===== config.mk =====
export PLATFORM = sky130hd
export DESIGN_NAME = adc_timing_config
export DESIGN_NICKNAME = d
export VERILOG_FILES = /design/src/hw/adc_timing_pkg.sv /design/src/hw/acq_time_decode.sv /design/src/hw/conv_clock_divider.sv /design/src/hw/adc_timing_config.sv
export VERILOG_INCLUDE_DIRS = /design/src /design/src/hw
export SDC_FILE = /design/constraint.sdc
export NUM_CORES = 1
export LEC_CHECK = 0
export BUFFER_PORTS_ARGS = -buffer_cell sky130_fd_sc_hd__buf_2
export CAP_MARGIN = 15
export CORE_MARGIN = 2
export CORE_UTILIZATION = 44
export CTS_CLUSTER_SIZE = 30
export DETAILED_ROUTE_END_ITERATION = 10
export GPL_TIMING_DRIVEN = 0
export PLACE_DENSITY = 0.77
export SLEW_MARGIN = 20
export SYNTH_ARGS = -nofsm -noshare
export SYNTH_HDL_FRONTEND = slang
export SYNTH_SLANG_ARGS = --single-unit
export TNS_END_PERCENT = 10

===== constraint.sdc =====
create_clock -name core_clk -period 2 [get_ports core_clk]
set_clock_uncertainty 0.15 [all_clocks]
set_input_delay 0.4 -clock core_clk [delete_from_list [all_inputs] [get_ports core_clk]]
set_output_delay 0.4 -clock core_clk [all_outputs]
set_load 0.05 [all_outputs]

===== src/hw/adc_timing_regs.svh =====
// Register map, field positions, reset values and timing counts for the timing control block
`ifndef ADC_TIMING_REGS_SVH
`define ADC_TIMING_REGS_SVH

// ==========================================================
// Register map
`define TIMING_CONTROL_OFFSET 8'h00
`define STATUS_OFFSET         8'h01
`define TIMING_CONTROL_RESET  8'h00

// ==========================================================
// Field positions
`define JUSTIFY_BIT           7
`define UNUSED_BIT            6
`define ACQ_MSB               5
`define ACQ_LSB               3
`define CLK_MSB               2
`define CLK_LSB               0
`define WRITE_MASK            8'hbf

// ==========================================================
// Timing: instruction cycle is four system clocks
`define INSTR_CYCLE_CLOCKS    4

`endif


===== src/hw/adc_timing_pkg.sv =====
// Types shared by the timing control block
package adc_timing_pkg;
  typedef enum logic [1:0] {
    SRC_SYSTEM,
    SRC_RC_WAIT,
    SRC_RC_RUN
  } clock_source_type;
endpackage


===== src/hw/acq_time_decode.sv =====
// Acquisition time field decoder
module acq_time_decode (
  // Field in
  input  wire logic [2:0] acq_select,
  // Periods out
  output wire logic [4:0] acq_periods
);
  // Acquisition period table
  assign acq_periods = (acq_select == 3'h7) ? 5'h14 :
                       (acq_select == 3'h6) ? 5'h10 :
                       (acq_select == 3'h5) ? 5'h0c :
                       (acq_select == 3'h4) ? 5'h08 :
                       (acq_select == 3'h3) ? 5'h06 :
                       (acq_select == 3'h2) ? 5'h04 :
                       (acq_select == 3'h1) ? 5'h02 : 5'h00;
endmodule


===== src/hw/conv_clock_divider.sv =====
// System clock divider producing conversion clock enable pulses
module conv_clock_divider #(
  parameter int WIDTH = 6
) (
  // Clock and reset
  input  wire logic       core_clk,
  input  wire logic       rst,
  // Control
  input  wire logic [2:0] clock_select,
  // Enable out
  output logic            tick
);
  logic [WIDTH-1:0] count_q;
  wire  [WIDTH-1:0] limit;

  // Divide by 64 needs six counter bits
  if (WIDTH < 6)
  begin : g_width_check
    $error("divider width too small for divide by 64");
  end

  // Divide ratio minus one
  assign limit = (clock_select == 3'h0) ? WIDTH'(1)  :
                 (clock_select == 3'h1) ? WIDTH'(7)  :
                 (clock_select == 3'h2) ? WIDTH'(31) :
                 (clock_select == 3'h4) ? WIDTH'(3)  :
                 (clock_select == 3'h5) ? WIDTH'(15) : WIDTH'(63);

  always_ff @(posedge core_clk)
  begin
    if (rst || count_q >= limit)
    begin
      count_q <= '0;
    end
    else
    begin
      count_q <= count_q + WIDTH'(1);
    end
  end

  always_ff @(posedge core_clk)
  begin
    tick <= !rst && (count_q >= limit);
  end
endmodule


===== src/hw/adc_timing_config.sv =====
// Converter timing control register with clock source selection
// What this block does
// Justify bit selects right or left result
// Acquisition field decodes to conversion clock periods
// Clock field selects system clock divide
// Codes 011 and 111 select RC clock
// RC clock starts one instruction cycle late
// Reset clears fields; bit 6 reads zero
`include "adc_timing_regs.svh"
module adc_timing_config (
  // Clock and reset
  input  wire logic        core_clk,
  input  wire logic        rst,
  // Register port
  input  wire logic [7:0]  reg_addr,
  input  wire logic [7:0]  reg_wdata,
  input  wire logic        reg_write,
  input  wire logic        reg_read,
  output logic      [7:0]  reg_rdata,
  // Converter side
  input  wire logic        rc_clock_pin,
  input  wire logic [9:0]  raw_result,
  output logic      [15:0] justified_result,
  output logic      [4:0]  acq_periods_out,
  output logic             conv_clock_tick,
  output logic             rc_selected
);
  // ==========================================================
  // Register
  logic [7:0] control_q;
  logic [7:0] control_d;
  wire        write_hit;
  wire        rc_code;
  wire  [4:0] acq_periods;
  wire        div_tick;

  assign write_hit = reg_write && (reg_addr == `TIMING_CONTROL_OFFSET);
  // Unused bit never stored
  assign control_d = reg_wdata & `WRITE_MASK;

  always_ff @(posedge core_clk)
  begin
    // Reset clears fields
    if (rst)
    begin
      control_q <= `TIMING_CONTROL_RESET;
    end
    else if (write_hit)
    begin
      control_q <= control_d;
    end
  end

  // ==========================================================
  // Read port
  adc_timing_pkg::clock_source_type source_q;
  wire [7:0] read_mux;
  assign read_mux = (reg_addr == `TIMING_CONTROL_OFFSET) ? control_q :
                    (reg_addr == `STATUS_OFFSET) ? {6'h00, source_q == adc_timing_pkg::SRC_RC_RUN,
                                                    source_q == adc_timing_pkg::SRC_RC_WAIT} :
                    8'h00;

  always_ff @(posedge core_clk)
  begin
    if (rst)
    begin
      reg_rdata <= 8'h00;
    end
    else
    begin
      reg_rdata <= reg_read ? read_mux : 8'h00;
    end
  end

  // ==========================================================
  // Acquisition time
  acq_time_decode u_acq (
    .acq_select  (control_q[`ACQ_MSB:`ACQ_LSB]),
    .acq_periods (acq_periods)
  );

  always_ff @(posedge core_clk)
  begin
    acq_periods_out <= rst ? 5'h00 : acq_periods;
  end

  // ==========================================================
  // Result justification
  // Justify by select bit
  wire [15:0] justified;
  assign justified = control_q[`JUSTIFY_BIT] ? {6'h00, raw_result} : {raw_result, 6'h00};

  always_ff @(posedge core_clk)
  begin
    justified_result <= rst ? 16'h0000 : justified;
  end

  // ==========================================================
  // Conversion clock source
  conv_clock_divider #(.WIDTH(6)) u_div (
    .core_clk     (core_clk),
    .rst          (rst),
    .clock_select (control_q[`CLK_MSB:`CLK_LSB]),
    .tick         (div_tick)
  );

  // RC codes
  assign rc_code = (control_q[1:0] == 2'h3);

  // RC oscillator pin is asynchronous, two stages before use
  logic rc_sync1_q;
  logic rc_sync2_q;
  logic rc_prev_q;
  wire  rc_rise;
  always_ff @(posedge core_clk)
  begin
    rc_sync1_q <= rst ? 1'b0 : rc_clock_pin;
    rc_sync2_q <= rst ? 1'b0 : rc_sync1_q;
    rc_prev_q  <= rst ? 1'b0 : rc_sync2_q;
  end
  assign rc_rise = rc_sync2_q && !rc_prev_q;

  // Start delay lets a sleep execute before conversion begins
  logic [2:0] wait_q;
  adc_timing_pkg::clock_source_type source_d;
  always_comb
  begin
    source_d = source_q;
    unique case (source_q)
      adc_timing_pkg::SRC_SYSTEM:  if (rc_code) source_d = adc_timing_pkg::SRC_RC_WAIT;
      adc_timing_pkg::SRC_RC_WAIT:
        if (!rc_code) source_d = adc_timing_pkg::SRC_SYSTEM;
        else if (wait_q == 3'(`INSTR_CYCLE_CLOCKS - 1)) source_d = adc_timing_pkg::SRC_RC_RUN;
      adc_timing_pkg::SRC_RC_RUN:  if (!rc_code) source_d = adc_timing_pkg::SRC_SYSTEM;
      default:                     source_d = adc_timing_pkg::SRC_SYSTEM;
    endcase
  end

  always_ff @(posedge core_clk)
  begin
    if (rst)
    begin
      source_q <= adc_timing_pkg::SRC_SYSTEM;
      wait_q   <= 3'h0;
    end
    else
    begin
      source_q <= source_d;
      // Count instruction cycle
      wait_q   <= (source_q == adc_timing_pkg::SRC_RC_WAIT) ? wait_q + 3'h1 : 3'h0;
    end
  end

  always_ff @(posedge core_clk)
  begin
    if (rst)
    begin
      conv_clock_tick <= 1'b0;
      rc_selected     <= 1'b0;
    end
    else
    begin
      // Clock source mux
      conv_clock_tick <= rc_code ? (source_q == adc_timing_pkg::SRC_RC_RUN) && rc_rise
                                 : div_tick;
      rc_selected     <= rc_code;
    end
  end

  // ==========================================================
  // Checks
  property p_unused_zero;
    @(posedge core_clk) disable iff (rst) reg_read |=> (reg_rdata[`UNUSED_BIT] == 1'b0);
  endproperty
  a_unused_zero: assert property (p_unused_zero) else $error("bit 6 read nonzero");

  property p_reset_clears;
    @(posedge core_clk) rst |=> (control_q == 8'h00);
  endproperty
  a_reset_clears: assert property (p_reset_clears) else $error("reset did not clear");

  property p_justify;
    @(posedge core_clk) disable iff (rst)
      1'b1 |=> (justified_result == ($past(control_q[7]) ? {6'h00, $past(raw_result)}
                                                         : {$past(raw_result), 6'h00}));
  endproperty
  a_justify: assert property (p_justify) else $error("wrong justification");

  property p_acq;
    @(posedge core_clk) disable iff (rst)
      (control_q[5:3] == 3'h7) && $stable(control_q) |=> (acq_periods_out == 5'h14);
  endproperty
  a_acq: assert property (p_acq) else $error("acquisition decode wrong");

  property p_rc_delay;
    @(posedge core_clk) disable iff (rst)
      $rose(rc_code) |=> !conv_clock_tick[*4];
  endproperty
  a_rc_delay: assert property (p_rc_delay) else $error("RC clock started early");

  property p_rc_select;
    @(posedge core_clk) disable iff (rst)
      rc_code |=> rc_selected;
  endproperty
  a_rc_select: assert property (p_rc_select) else $error("RC source not flagged");

  property p_div2;
    @(posedge core_clk) disable iff (rst)
      (control_q[2:0] == 3'h0) && (control_q == $past(control_q)) &&
      (control_q == $past(control_q, 2)) && conv_clock_tick |=> !conv_clock_tick;
  endproperty
  a_div2: assert property (p_div2) else $error("divide by 2 wrong");

  // Write lands masked
  property p_write_lands;
    @(posedge core_clk) disable iff (rst)
      write_hit |=> (control_q == ($past(reg_wdata) & `WRITE_MASK));
  endproperty
  a_write_lands: assert property (p_write_lands) else $error("control write lost");

  // Stray write ignored
  property p_stray_write;
    @(posedge core_clk) disable iff (rst)
      reg_write && (reg_addr != `TIMING_CONTROL_OFFSET) |=> $stable(control_q);
  endproperty
  a_stray_write: assert property (p_stray_write) else $error("stray write landed");

  // Idle read data
  property p_rdata_idle;
    @(posedge core_clk) disable iff (rst)
      !reg_read |=> (reg_rdata == 8'h00);
  endproperty
  a_rdata_idle: assert property (p_rdata_idle) else $error("read data not idle");

  // Control read back
  property p_read_control;
    @(posedge core_clk) disable iff (rst)
      reg_read && (reg_addr == `TIMING_CONTROL_OFFSET) |=> (reg_rdata == $past(control_q));
  endproperty
  a_read_control: assert property (p_read_control) else $error("control read wrong");

  // Zero periods
  property p_acq_zero;
    @(posedge core_clk) disable iff (rst)
      (control_q[5:3] == 3'h0) && $stable(control_q) |=> (acq_periods_out == 5'h00);
  endproperty
  a_acq_zero: assert property (p_acq_zero) else $error("acquisition zero wrong");

  // Six periods
  property p_acq_six;
    @(posedge core_clk) disable iff (rst)
      (control_q[5:3] == 3'h3) && $stable(control_q) |=> (acq_periods_out == 5'h06);
  endproperty
  a_acq_six: assert property (p_acq_six) else $error("acquisition six wrong");

  // Twelve periods
  property p_acq_twelve;
    @(posedge core_clk) disable iff (rst)
      (control_q[5:3] == 3'h5) && $stable(control_q) |=> (acq_periods_out == 5'h0c);
  endproperty
  a_acq_twelve: assert property (p_acq_twelve) else $error("acquisition twelve wrong");

  // No tick before run
  property p_rc_no_tick;
    @(posedge core_clk) disable iff (rst)
      rc_code && (source_q != adc_timing_pkg::SRC_RC_RUN) |=> !conv_clock_tick;
  endproperty
  a_rc_no_tick: assert property (p_rc_no_tick) else $error("tick before RC run");

  // Wait ends in run
  property p_wait_to_run;
    @(posedge core_clk) disable iff (rst)
      (source_q == adc_timing_pkg::SRC_RC_WAIT) && (wait_q == 3'h3) && rc_code
      |=> (source_q == adc_timing_pkg::SRC_RC_RUN);
  endproperty
  a_wait_to_run: assert property (p_wait_to_run) else $error("RC run not reached");

  // Never skip wait
  property p_no_skip_wait;
    @(posedge core_clk) disable iff (rst)
      (source_q == adc_timing_pkg::SRC_SYSTEM) |=> (source_q != adc_timing_pkg::SRC_RC_RUN);
  endproperty
  a_no_skip_wait: assert property (p_no_skip_wait) else $error("RC wait skipped");

  // Status bits exclusive
  property p_status_excl;
    @(posedge core_clk) disable iff (rst)
      reg_read && (reg_addr == `STATUS_OFFSET)
      |=> (reg_rdata[7:2] == 6'h00) && !(reg_rdata[1] && reg_rdata[0]);
  endproperty
  a_status_excl: assert property (p_status_excl) else $error("status bits wrong");

  // Leaving RC is immediate
  property p_rc_release;
    @(posedge core_clk) disable iff (rst)
      !rc_code |=> (source_q == adc_timing_pkg::SRC_SYSTEM);
  endproperty
  a_rc_release: assert property (p_rc_release) else $error("RC source held");

  // Divider drives tick
  property p_div_path;
    @(posedge core_clk) disable iff (rst)
      !rc_code |=> (conv_clock_tick == $past(div_tick));
  endproperty
  a_div_path: assert property (p_div_path) else $error("divider tick lost");

  // Reset clears outputs
  property p_reset_outputs;
    @(posedge core_clk)
      rst |=> !conv_clock_tick && !rc_selected && (reg_rdata == 8'h00) &&
              (acq_periods_out == 5'h00) && (justified_result == 16'h0000);
  endproperty
  a_reset_outputs: assert property (p_reset_outputs) else $error("outputs not cleared");
endmodule


Word level (Yosys, flattened, before mapping)
Cells that the tools add are included.
{"block": "word_totals", "output_inout_bits": 31, "reg_bits": 53, "wordCells": 84}
{"block": "op_classes", "mux": 21, "n_eq_ne": 19, "n_reduce_logical": 19, "order_cmp": 1, "bitwise_logic": 3, "addsub": 2}
{"cell": "$mux 5", "count": 6}
{"cell": "$mux 6", "count": 5}
{"cell": "$eq 3x3->1 const B", "count": 6}
{"cell": "$eq 3x2->1 const B", "count": 4}
{"cell": "$mux 2", "count": 6}
{"cell": "$mux 10", "count": 1}
{"cell": "$eq 8x1->1 const B", "count": 1}
{"cell": "$logic_not 8->1", "count": 1}
{"cell": "$mux 8", "count": 1}
{"cell": "$reduce_or 2->1", "count": 4}
{"cell": "$reduce_or 7->1", "count": 1}
{"cell": "$add 6x1->6 const B", "count": 1}
{"cell": "$eq 3x1->1 const B", "count": 2}
{"cell": "$ge 6x6->1", "count": 1}
{"cell": "$pmux 2 s3", "count": 1}
{"cell": "$reduce_or 3->1", "count": 2}
{"cell": "$reduce_or 5->1", "count": 1}
{"cell": "$eq 2x2->1 const B", "count": 2}
{"cell": "$logic_and 1x1->1", "count": 4}
{"cell": "$ne 2x2->1 const B", "count": 2}
{"cell": "$add 3x1->3 const B", "count": 1}
{"cell": "$logic_not 3->1", "count": 1}
{"cell": "$ne 3x3->1 const B", "count": 1}
{"cell": "$not 1->1", "count": 3}
{"cell": "other kinds (6)", "count": 7}

Longest topological paths before layout
Gate-level depths: netlist of run 1.
{"block": "depth", "word_depth": 8, "mapped_depth": 5, "ltp_nobuf": 5}

Modules after synthesis
A second synthesis of run 1 with hierarchy kept.
{"block": "hier_totals", "cells_unflattened": 190, "area_unflattened_um2": 1944.4}
{"mod": "adc_timing_config", "seq_area_each_um2": 900.9, "area_each_um2": 1511.4, "cells_each": 142, "n_inst": 1}
{"mod": "conv_clock_divider", "seq_area_each_um2": 140.1, "area_each_um2": 386.6, "cells_each": 42, "n_inst": 1}
{"mod": "acq_time_decode", "seq_area_each_um2": 0.0, "area_each_um2": 46.3, "cells_each": 6, "n_inst": 1}

Worst setup path before layout of run 1
No wires, ideal clock.
{"block": "synth_timing", "path_kind": "input -> register", "startpoint": "input reg_addr[6]", "endpoint": "register control_q[7]", "slack_ns": -0.034, "stages": 3, "t_arrival_ns": 1.763, "path_buffers": 0, "t_required_ns": 1.729, "path_cell_list": "or4_4 nor4_4 mux2_4"}
{"block": "synth_between", "elab_chain_len": 2}
{"element": "start: declaration", "line_no": "adc_timing_config.sv:15", "source": "input wire logic [7:0] reg_addr,"}
{"element": "$logic_not 8->1 (no source line)"}
{"element": "$logic_and 1x1->1", "line_no": "adc_timing_config.sv:37", "source": "assign write_hit = reg_write && (reg_addr == `TIMING_CONTROL_OFFSET);"}
{"element": "end signal: assignment", "line_no": "adc_timing_config.sv:46", "source": "control_q <= `TIMING_CONTROL_RESET;"}
{"element": "end signal: assignment", "line_no": "adc_timing_config.sv:50", "source": "control_q <= control_d;"}
{"element": "end: declaration", "line_no": "adc_timing_config.sv:30", "source": "logic [7:0] control_q;"}
Every way passes these cells.
A chain may end at the register's enable or synchronous reset.

Worst setup path in the final report of run 1
Ends and elaborated chain as after synthesis.

==> results.py, run 1 <==
metrics = {
    "outcome": {
        "outcome": "finished, final reports clean",
    },
    "placement": {
        "gp_congestion": 0.745,
        "portBuffers": 57,
        "place_hpwl_um": 2640,
    },
    "floorplanning": {
        "initial_core_util_pct": 46.4,
        "rows": 23,
        "die_x_um": 69.4,
        "core_um2": 4060,
        "die_y_um": 69.4,
        "io_pins": 62,
        "fp.dieArea_um2": 4820,
    },
    "sta": {
        "worst_slew_pin_slew_ns": 0.640,
        "setup_violations": 0,
        "min_period_ns": 1.92,
        "tns_ns": 0,
        "maxSlewViolCount": 0,
        "clock.fmax_mhz": 520,
        "grt_setup_unrepaired": "no",
        "hold_viol_final": 0,
        "whs_ns": 0.148,
        "finalCritPeriodShare_pct": 96.2,
        "slew-limit-headroom_pct": 57.0,
    },
    "cells_and_area": {
        "nets": 285,
        "fill_cells": 383,
        "multiInputGateArea_um2": 815,
        "area_growth_pct": 25.1,
        "drive_above_1_share_pct": 28.7,
        "antenna_cells": 0,
        "ff_latch_area_um2": 1020,
        "post-route-util_pct": 58.0,
    },
    "yosys": {
        "ys_ff_latch": 51,
        "ys_seq_area_share_pct": 54.3,
        "syn_area_um2": 1880,
        "netlist_instances": 181,
        "synth_edf_count": 0,
        "yosys_warnings": 0,
        "synthFlopType": "dfxtp_1",
        "ys_types": 33,
        "synth.avg_cell_area_um2": 10.4,
        "synthArstFlopShare_pct": 0,
    },
    "route": {
        "ant_nets": 0,
        "viasPerCell": 4.78,
        "drc_errors": 0,
        "vias": 1419,
        "drt_first_pass_iters": 4,
        "drt-total-wl_um": 3580,
        "avgRoutedWirePerCell_um": 12.1,
        "drt_iter0_drc": 41,
    },
    "clock_network": {
        "clk_pin_slew_worst_paths_ns": 0.09,
        "clk_latency_ns": 0.31,
        "cts.path.max_buffers": 2,
        "cts_sinks": 51,
        "numCtsBuffers": 5,
        "htree_levels": 2,
        "cts_tree": "done",
        "clock-root-buffer": "clkbuf_8",
        "cts-hold-fix-buffers": 0,
    },
    "critical_path": {
        "slowest_delay_ns": 0.57,
        "crit_path_end_kind": "flop",
        "cp.arrival_ns": 1.98,
        "ff2ff_setup_slack_ns": 0.23,
        "path_cells": "buf_2, or4_4, nor4_4, mux2_4",
        "required_ns": 2.06,
        "critPathMaxFanout": 7,
        "worstReg2RegStart": "control_q[1]",
        "startpoint_type": "input pin",
        "startpoint": "reg_addr[6]",
        "path_class": "in2reg",
        "cp_slowest_cell": "nor4_4",
    },
    "power": {
        "peakVddDrop_mv": 0.542,
        "powerDensity_nw_per_um2": 902,
        "power.leakage_nw": 1.04,
    },
    "grt": {
        "grt_max_degree": 18,
        "antenna_found_initial": 0,
        "grt.overflow.total": 0,
        "grt_pass1_wl_um": 5950,
        "grt_pass1_vias": 1331,
        "track_usage_pct": 15.8,
    },
    "run": {
        "maxCapViolCount": 0,
    },
    "worst_hold_path": {
        "hold_class": "in2reg",
        "min_from": "raw_result[4]",
    },
}
## state kept, by name (all words and copies together), names as in the netlist
signal,cells
rc_selected,1
u_div.count_q,6
reg_rdata,7
u_div.tick,1
conv_clock_tick,1
control_q,7
acq_periods_out,4
rc_sync2_q,1
rc_prev_q,1
rc_sync1_q,1
justified_result,16
wait_q,3
source_q,2
## final cells by class
cell class / count / area share, %
clock buffer: 5 / 2.92
multi-input combinational: 118 / 34.6
sequential: 51 / 43.4
inverter: 6 / 0.956
clock inverter: 3 / 1.97
timing repair buffer: 57 / 12.1
tap: 50 / 2.66
buffer: 7 / 1.43
## critical path: cells and delay by family
family | cells | cell delay, ns
buf+inv | 1 | 0.10
mux | 1 | 0.35
simple gates | 2 | 1.13
## timing repair
item,in CTS,in global routing
setup endpoints to repair,0,6
buffers inserted,0,0
gates resized for setup,0,1
## worst paths after layout
check,end,cells after the start
worst min-delay path,justified_result[10],2
worst min register to register,wait_q[0],1
worst max-delay path,control_q[7],4
worst max register to register,u_div.count_q[5],5
## cell families (layout without fill, tap and decap cells)
kind of cell / Yosys count / count (layout) / synth area share (%)
other: 1 / 2 / 0.199
xor gates and xnor gates: 3 / 3 / 1.40
DFF: 51 / 51 / 54.3
and+or+nand+nor: 79 / 79 / 24.7
muxes: 13 / 13 / 7.18
adders and majority gates: 8 / 8 / 5.32
AOI/OAI and AO/OA: 13 / 13 / 3.99
buffers and inverters: 13 / 78 / 2.99
## placed cells by master (no fill, tap or decap), types with 5 or more instances in the layout
| cell | count |
|---|---|
| clkbuf_1 | 5 |
| and2_1 | 16 |
| clkbuf_8 | 5 |
| nand2b_1 | 15 |
| nand2_1 | 5 |
| buf_2 | 57 |
| ha_1 | 8 |
| nor2b_1 | 6 |
| dfxtp_1 | 51 |
| a21oi_1 | 7 |
| nor2_1 | 15 |
| inv_1 | 6 |
| mux2i_1 | 12 |
| nor3_1 | 7 |
## Yosys cell counts (2+ instances only)
master	count	share of area, %
a21oi_1	7	1.9
and2_1	16	5.3
buf_4	2	0.80
clkbuf_1	5	1.0
dfxtp_1	51	54
ha_1	8	5.3
inv_1	6	1.2
mux2i_1	12	6.4
nand2_1	5	1.0
nand2b_1	15	5.0
nand3_1	3	0.80
nor2_1	15	3.0
nor2b_1	6	2.0
nor3_1	7	1.9
o21ai_0	2	0.53
or3_1	3	1.0
xor2_1	2	0.93
## where the power goes
| group | leakage, nW | internal, W | switching (W) |
|---|---|---|---|
| Sequential | 0.415 | 0.00107 | 0.0000330 |
| Clock | 0.0548 | 0.000377 | 0.000344 |
| Combinational | 0.567 | 0.000118 | 0.000188 |
## routing by layer
metal	global-route usage, %	vias up	wire length (µm)
li1	-	728	-
met4	6.54	0	59
met1	18.2	644	1530
met5	0	-	0
met2	26.5	42	1770
met3	5.52	5	224
## through the flow
stage | total power [W] | cell area, µm² | setup WS (ns) | std cells
after CTS | 0.00214 | 2350 | 0.0754 | 297
final | 0.00212 | 2350 | 0.0768 | 297
after global placement | 0.00141 | 2230 | -0.253 | 289
after global routing | 0.00224 | 2350 | 0.0164 | 297
after floorplan | 0.00133 | 1890 | -0.0337 | 182
after detailed placement | 0.00141 | 2230 | -0.265 | 289
Note: power is estimated with default switching activity, not from simulation.
==> inputs of run 2 (changes only) <==
ABC_AREA = 1   (was not set)
CELL_PAD_IN_SITES_DETAIL_PLACEMENT = 0   (was not set)
CELL_PAD_IN_SITES_GLOBAL_PLACEMENT = 2   (was not set)
CORE_MARGIN = not set   (was 2)
CORE_UTILIZATION = 25   (was 44)
==> results.py, run 2 <==
metrics = {
    "yosys": {
        "synth_most_common_cell": "dfxtp_1",
        "synthArstFlopShare_pct": 0,
        "yosys-top-cells-area": "dfxtp_1 54%, nor2_1 9.5%, inv_1 6.7%",
        "syn_area_um2": 1900,
        "yosys.area.top_type": "dfxtp_1",
        "synth_edf_count": 0,
        "synthAdderAreaFrac_pct": 5.26,
        "synth-xor-area-share_pct": 1.38,
        "synthFlopType": "dfxtp_1",
        "netlist_instances": 229,
        "synth.avg_cell_area_um2": 8.31,
        "ys_ff_latch": 51,
        "synth_compound_area_share_pct": 5.72,
        "muxShareOfSynthArea_pct": 0,
        "synth_top_family_by_area": "simple AND/OR/NAND/NOR gates",
        "ys_seq_area_share_pct": 53.6,
        "synth-simple-area-share_pct": 24.3,
        "synthTopCellsByCount": "51 x dfxtp_1, 48 x nor2_1, 34 x inv_1, 27 x nand2_1",
        "ys_types": 27,
        "yosys_warnings": 0,
        "synth_top_area_share_pct": 53.6,
    },
    "critical_path": {
        "required_ns": 2.09,
        "crit_path_end_kind": "flop",
        "slowest_delay_ns": 0.46,
        "cp.arrival_ns": 1.88,
        "path_cells": "a21oi_1, ha_1, nand2_1, inv_1, o21bai_1, nand4_1, nor2_1",
        "critPathMaxFanout": 7,
        "cp_slowest_cell": "dfxtp_1",
        "path_class": "reg2reg",
        "startpoint_type": "flop",
    },
    "sta": {
        "tns_ns": 0,
        "setup_violations": 0,
        "hold_viol_final": 0,
        "finalCritPeriodShare_pct": 89.7,
        "maxSlewViolCount": 0,
        "grt_setup_unrepaired": "no",
        "clock.fmax_mhz": 557,
        "min_period_ns": 1.79,
    },
    "floorplanning": {
        "io_pins": 62,
        "die_x_um": 89.3,
        "die_y_um": 89.3,
        "fp.dieArea_um2": 7970,
        "initial_core_util_pct": 26.1,
        "core_um2": 7290,
        "rows": 31,
    },
    "grt": {
        "grt_pass1_wl_um": 6200,
        "grt_pass1_vias": 1369,
        "grt.overflow.total": 0,
        "antenna_found_initial": 0,
        "track_usage_pct": 10.4,
        "grt_max_degree": 18,
    },
    "cells_and_area": {
        "multiInputGateArea_um2": 704,
        "finalInstanceArea_um2": 2440,
        "area_growth_pct": 28.1,
        "largest_reg_flops": 16,
        "max_flop_register": "justified_result",
        "antenna_cells": 0,
        "nets": 334,
        "layout_common_cells": "62 x buf_2, 51 x dfxtp_1, 48 x nor2_1",
        "layout.cells.most_common": "buf_2",
        "fill_cells": 827,
        "ff_latch_area_um2": 1020,
        "drive_above_1_share_pct": 27.4,
        "reg_top3": "justified_result (16), control_q (7), reg_rdata (7)",
    },
    "power": {
        "intPower_w": 0.00154,
        "p_sw_w": 0.000560,
        "peakVddDrop_mv": 0.402,
        "seqPwrFrac_pct": 52.1,
        "switching_share_pct": 26.7,
        "powerDensity_nw_per_um2": 861,
        "p_clk_share_pct": 34.7,
        "power.leakage_nw": 1.20,
        "power_frac_comb_pct": 13.2,
    },
    "route": {
        "drc_errors": 0,
        "wirelength_met1_um": 1920,
        "drt_first_pass_iters": 4,
        "viasPerCell": 3.93,
        "avgRoutedWirePerCell_um": 9.72,
        "top_layer": "met4",
        "drt-total-wl_um": 3840,
        "ant_nets": 0,
        "wl_met3_um": 255,
        "wl_met2_um": 1580,
        "vias": 1553,
        "drt_iter0_drc": 19,
    },
    "clock_network": {
        "clk_latency_ns": 0.30,
        "cts_setup_buffers": 0,
        "clk_pin_slew_worst_paths_ns": 0.09,
        "cts_tree": "done",
        "cts.path.max_buffers": 2,
        "cts_sinks": 51,
        "numCtsBuffers": 5,
        "cts_resized": 0,
        "clock-root-buffer": "clkbuf_8",
        "cts-hold-fix-buffers": 0,
        "htree_levels": 2,
    },
    "worst_hold_path": {
        "hold_class": "in2reg",
    },
    "placement": {
        "gp_congestion": 0.686,
        "dpl_cell_area_um2": 2320,
        "place_hpwl_um": 2950,
        "portBuffers": 58,
    },
    "outcome": {
        "outcome": "finished, final reports clean",
    },
    "run": {
        "maxCapViolCount": 0,
    },
}
## run 2: cell types whose count changed after synthesis, moves of 9 or more
| cell | delta |
|---|---|
| and2_1 | -16 |
| inv_1 | +28 |
| mux2i_1 | -12 |
| nand2_1 | +22 |
| nand2b_1 | -15 |
| nand3_1 | +9 |
| nor2_1 | +33 |
## run 2: cells by family (layout without fill, tap and decap cells)
| kind of cell | count (synthesis) | after routing |
|---|---|---|
| AO/OA/AOI/OAI | 20 | 20 |
| XOR/XNOR | 3 | 3 |
| adder cells (fa/ha/maj) | 8 | 8 |
| buffers and inverters | 42 | 108 |
| flip-flops | 51 | 51 |
| other | 1 | 2 |
| AND/OR/NAND/NOR | 104 | 104 |
## run 2: path summary, 6_finish.rpt
kind | cells after the start | startpoint | endpoint | slack (ns)
max reg2reg | 7 | control_q[0] | u_div.count_q[2] | 0.21
min reg2reg | 2 | rc_sync1_q | rc_sync2_q | 0.26
min | 3 | rc_clock_pin | rc_sync1_q | 0.16
max | 7 | control_q[0] | u_div.count_q[2] | 0.21
## run 2: per-stage QoR
stage,worst slack [ns],power [W],instances,hold slack (ns),utilization (%)
floorplan,0.483,0.00131,230,0.238,-
finish,0.206,0.00210,395,0.157,33.4
global route,0.0708,0.00221,395,0.155,33.4
CTS,0.191,0.00214,395,0.144,33.4
global placement,0.243,0.00140,387,0.246,31.8
detailed placement,0.231,0.00140,387,0.248,31.8
## run 2: layout make-up
class	count	area share, %
sequential	51	41.9
multi-input combinational	137	28.9
timing repair buffer	58	11.9
inverter	35	5.39
tap	99	5.08
clock buffer	5	2.82
buffer	7	2.05
clock inverter	3	1.95
## run 2: critical path: cells and delay by family (launching register included)
| kind | cells | cell delay, ns |
|---|---|---|
| AND/OR/NAND/NOR | 3 | 0.50 |
| buffers and inverters | 1 | 0.04 |
| flip-flops | 1 | 0.46 |
| AO/OA/AOI/OAI | 2 | 0.28 |
| adder cells (fa/ha/maj) | 1 | 0.30 |
## run 2: per-layer routing
layer	vias up	track usage [%]
li1	837	-
met1	660	13.7
met2	51	15.7
met3	5	2.95
met4	0	4.76
met5	-	0
## run 2: power groups by stage
| stage | registers (W) | logic, W | clock network (W) |
|---|---|---|---|
| 2_1_floorplan | 0.00117 | 0.000144 | 0 |
| 3_3_place_gp | 0.00112 | 0.000279 | 0 |
| 3_5_place_dp | 0.00112 | 0.000279 | 0 |
| 4_1_cts | 0.00110 | 0.000282 | 0.000759 |
| 5_1_grt | 0.00111 | 0.000312 | 0.000798 |
| 6_report | 0.00109 | 0.000277 | 0.000729 |
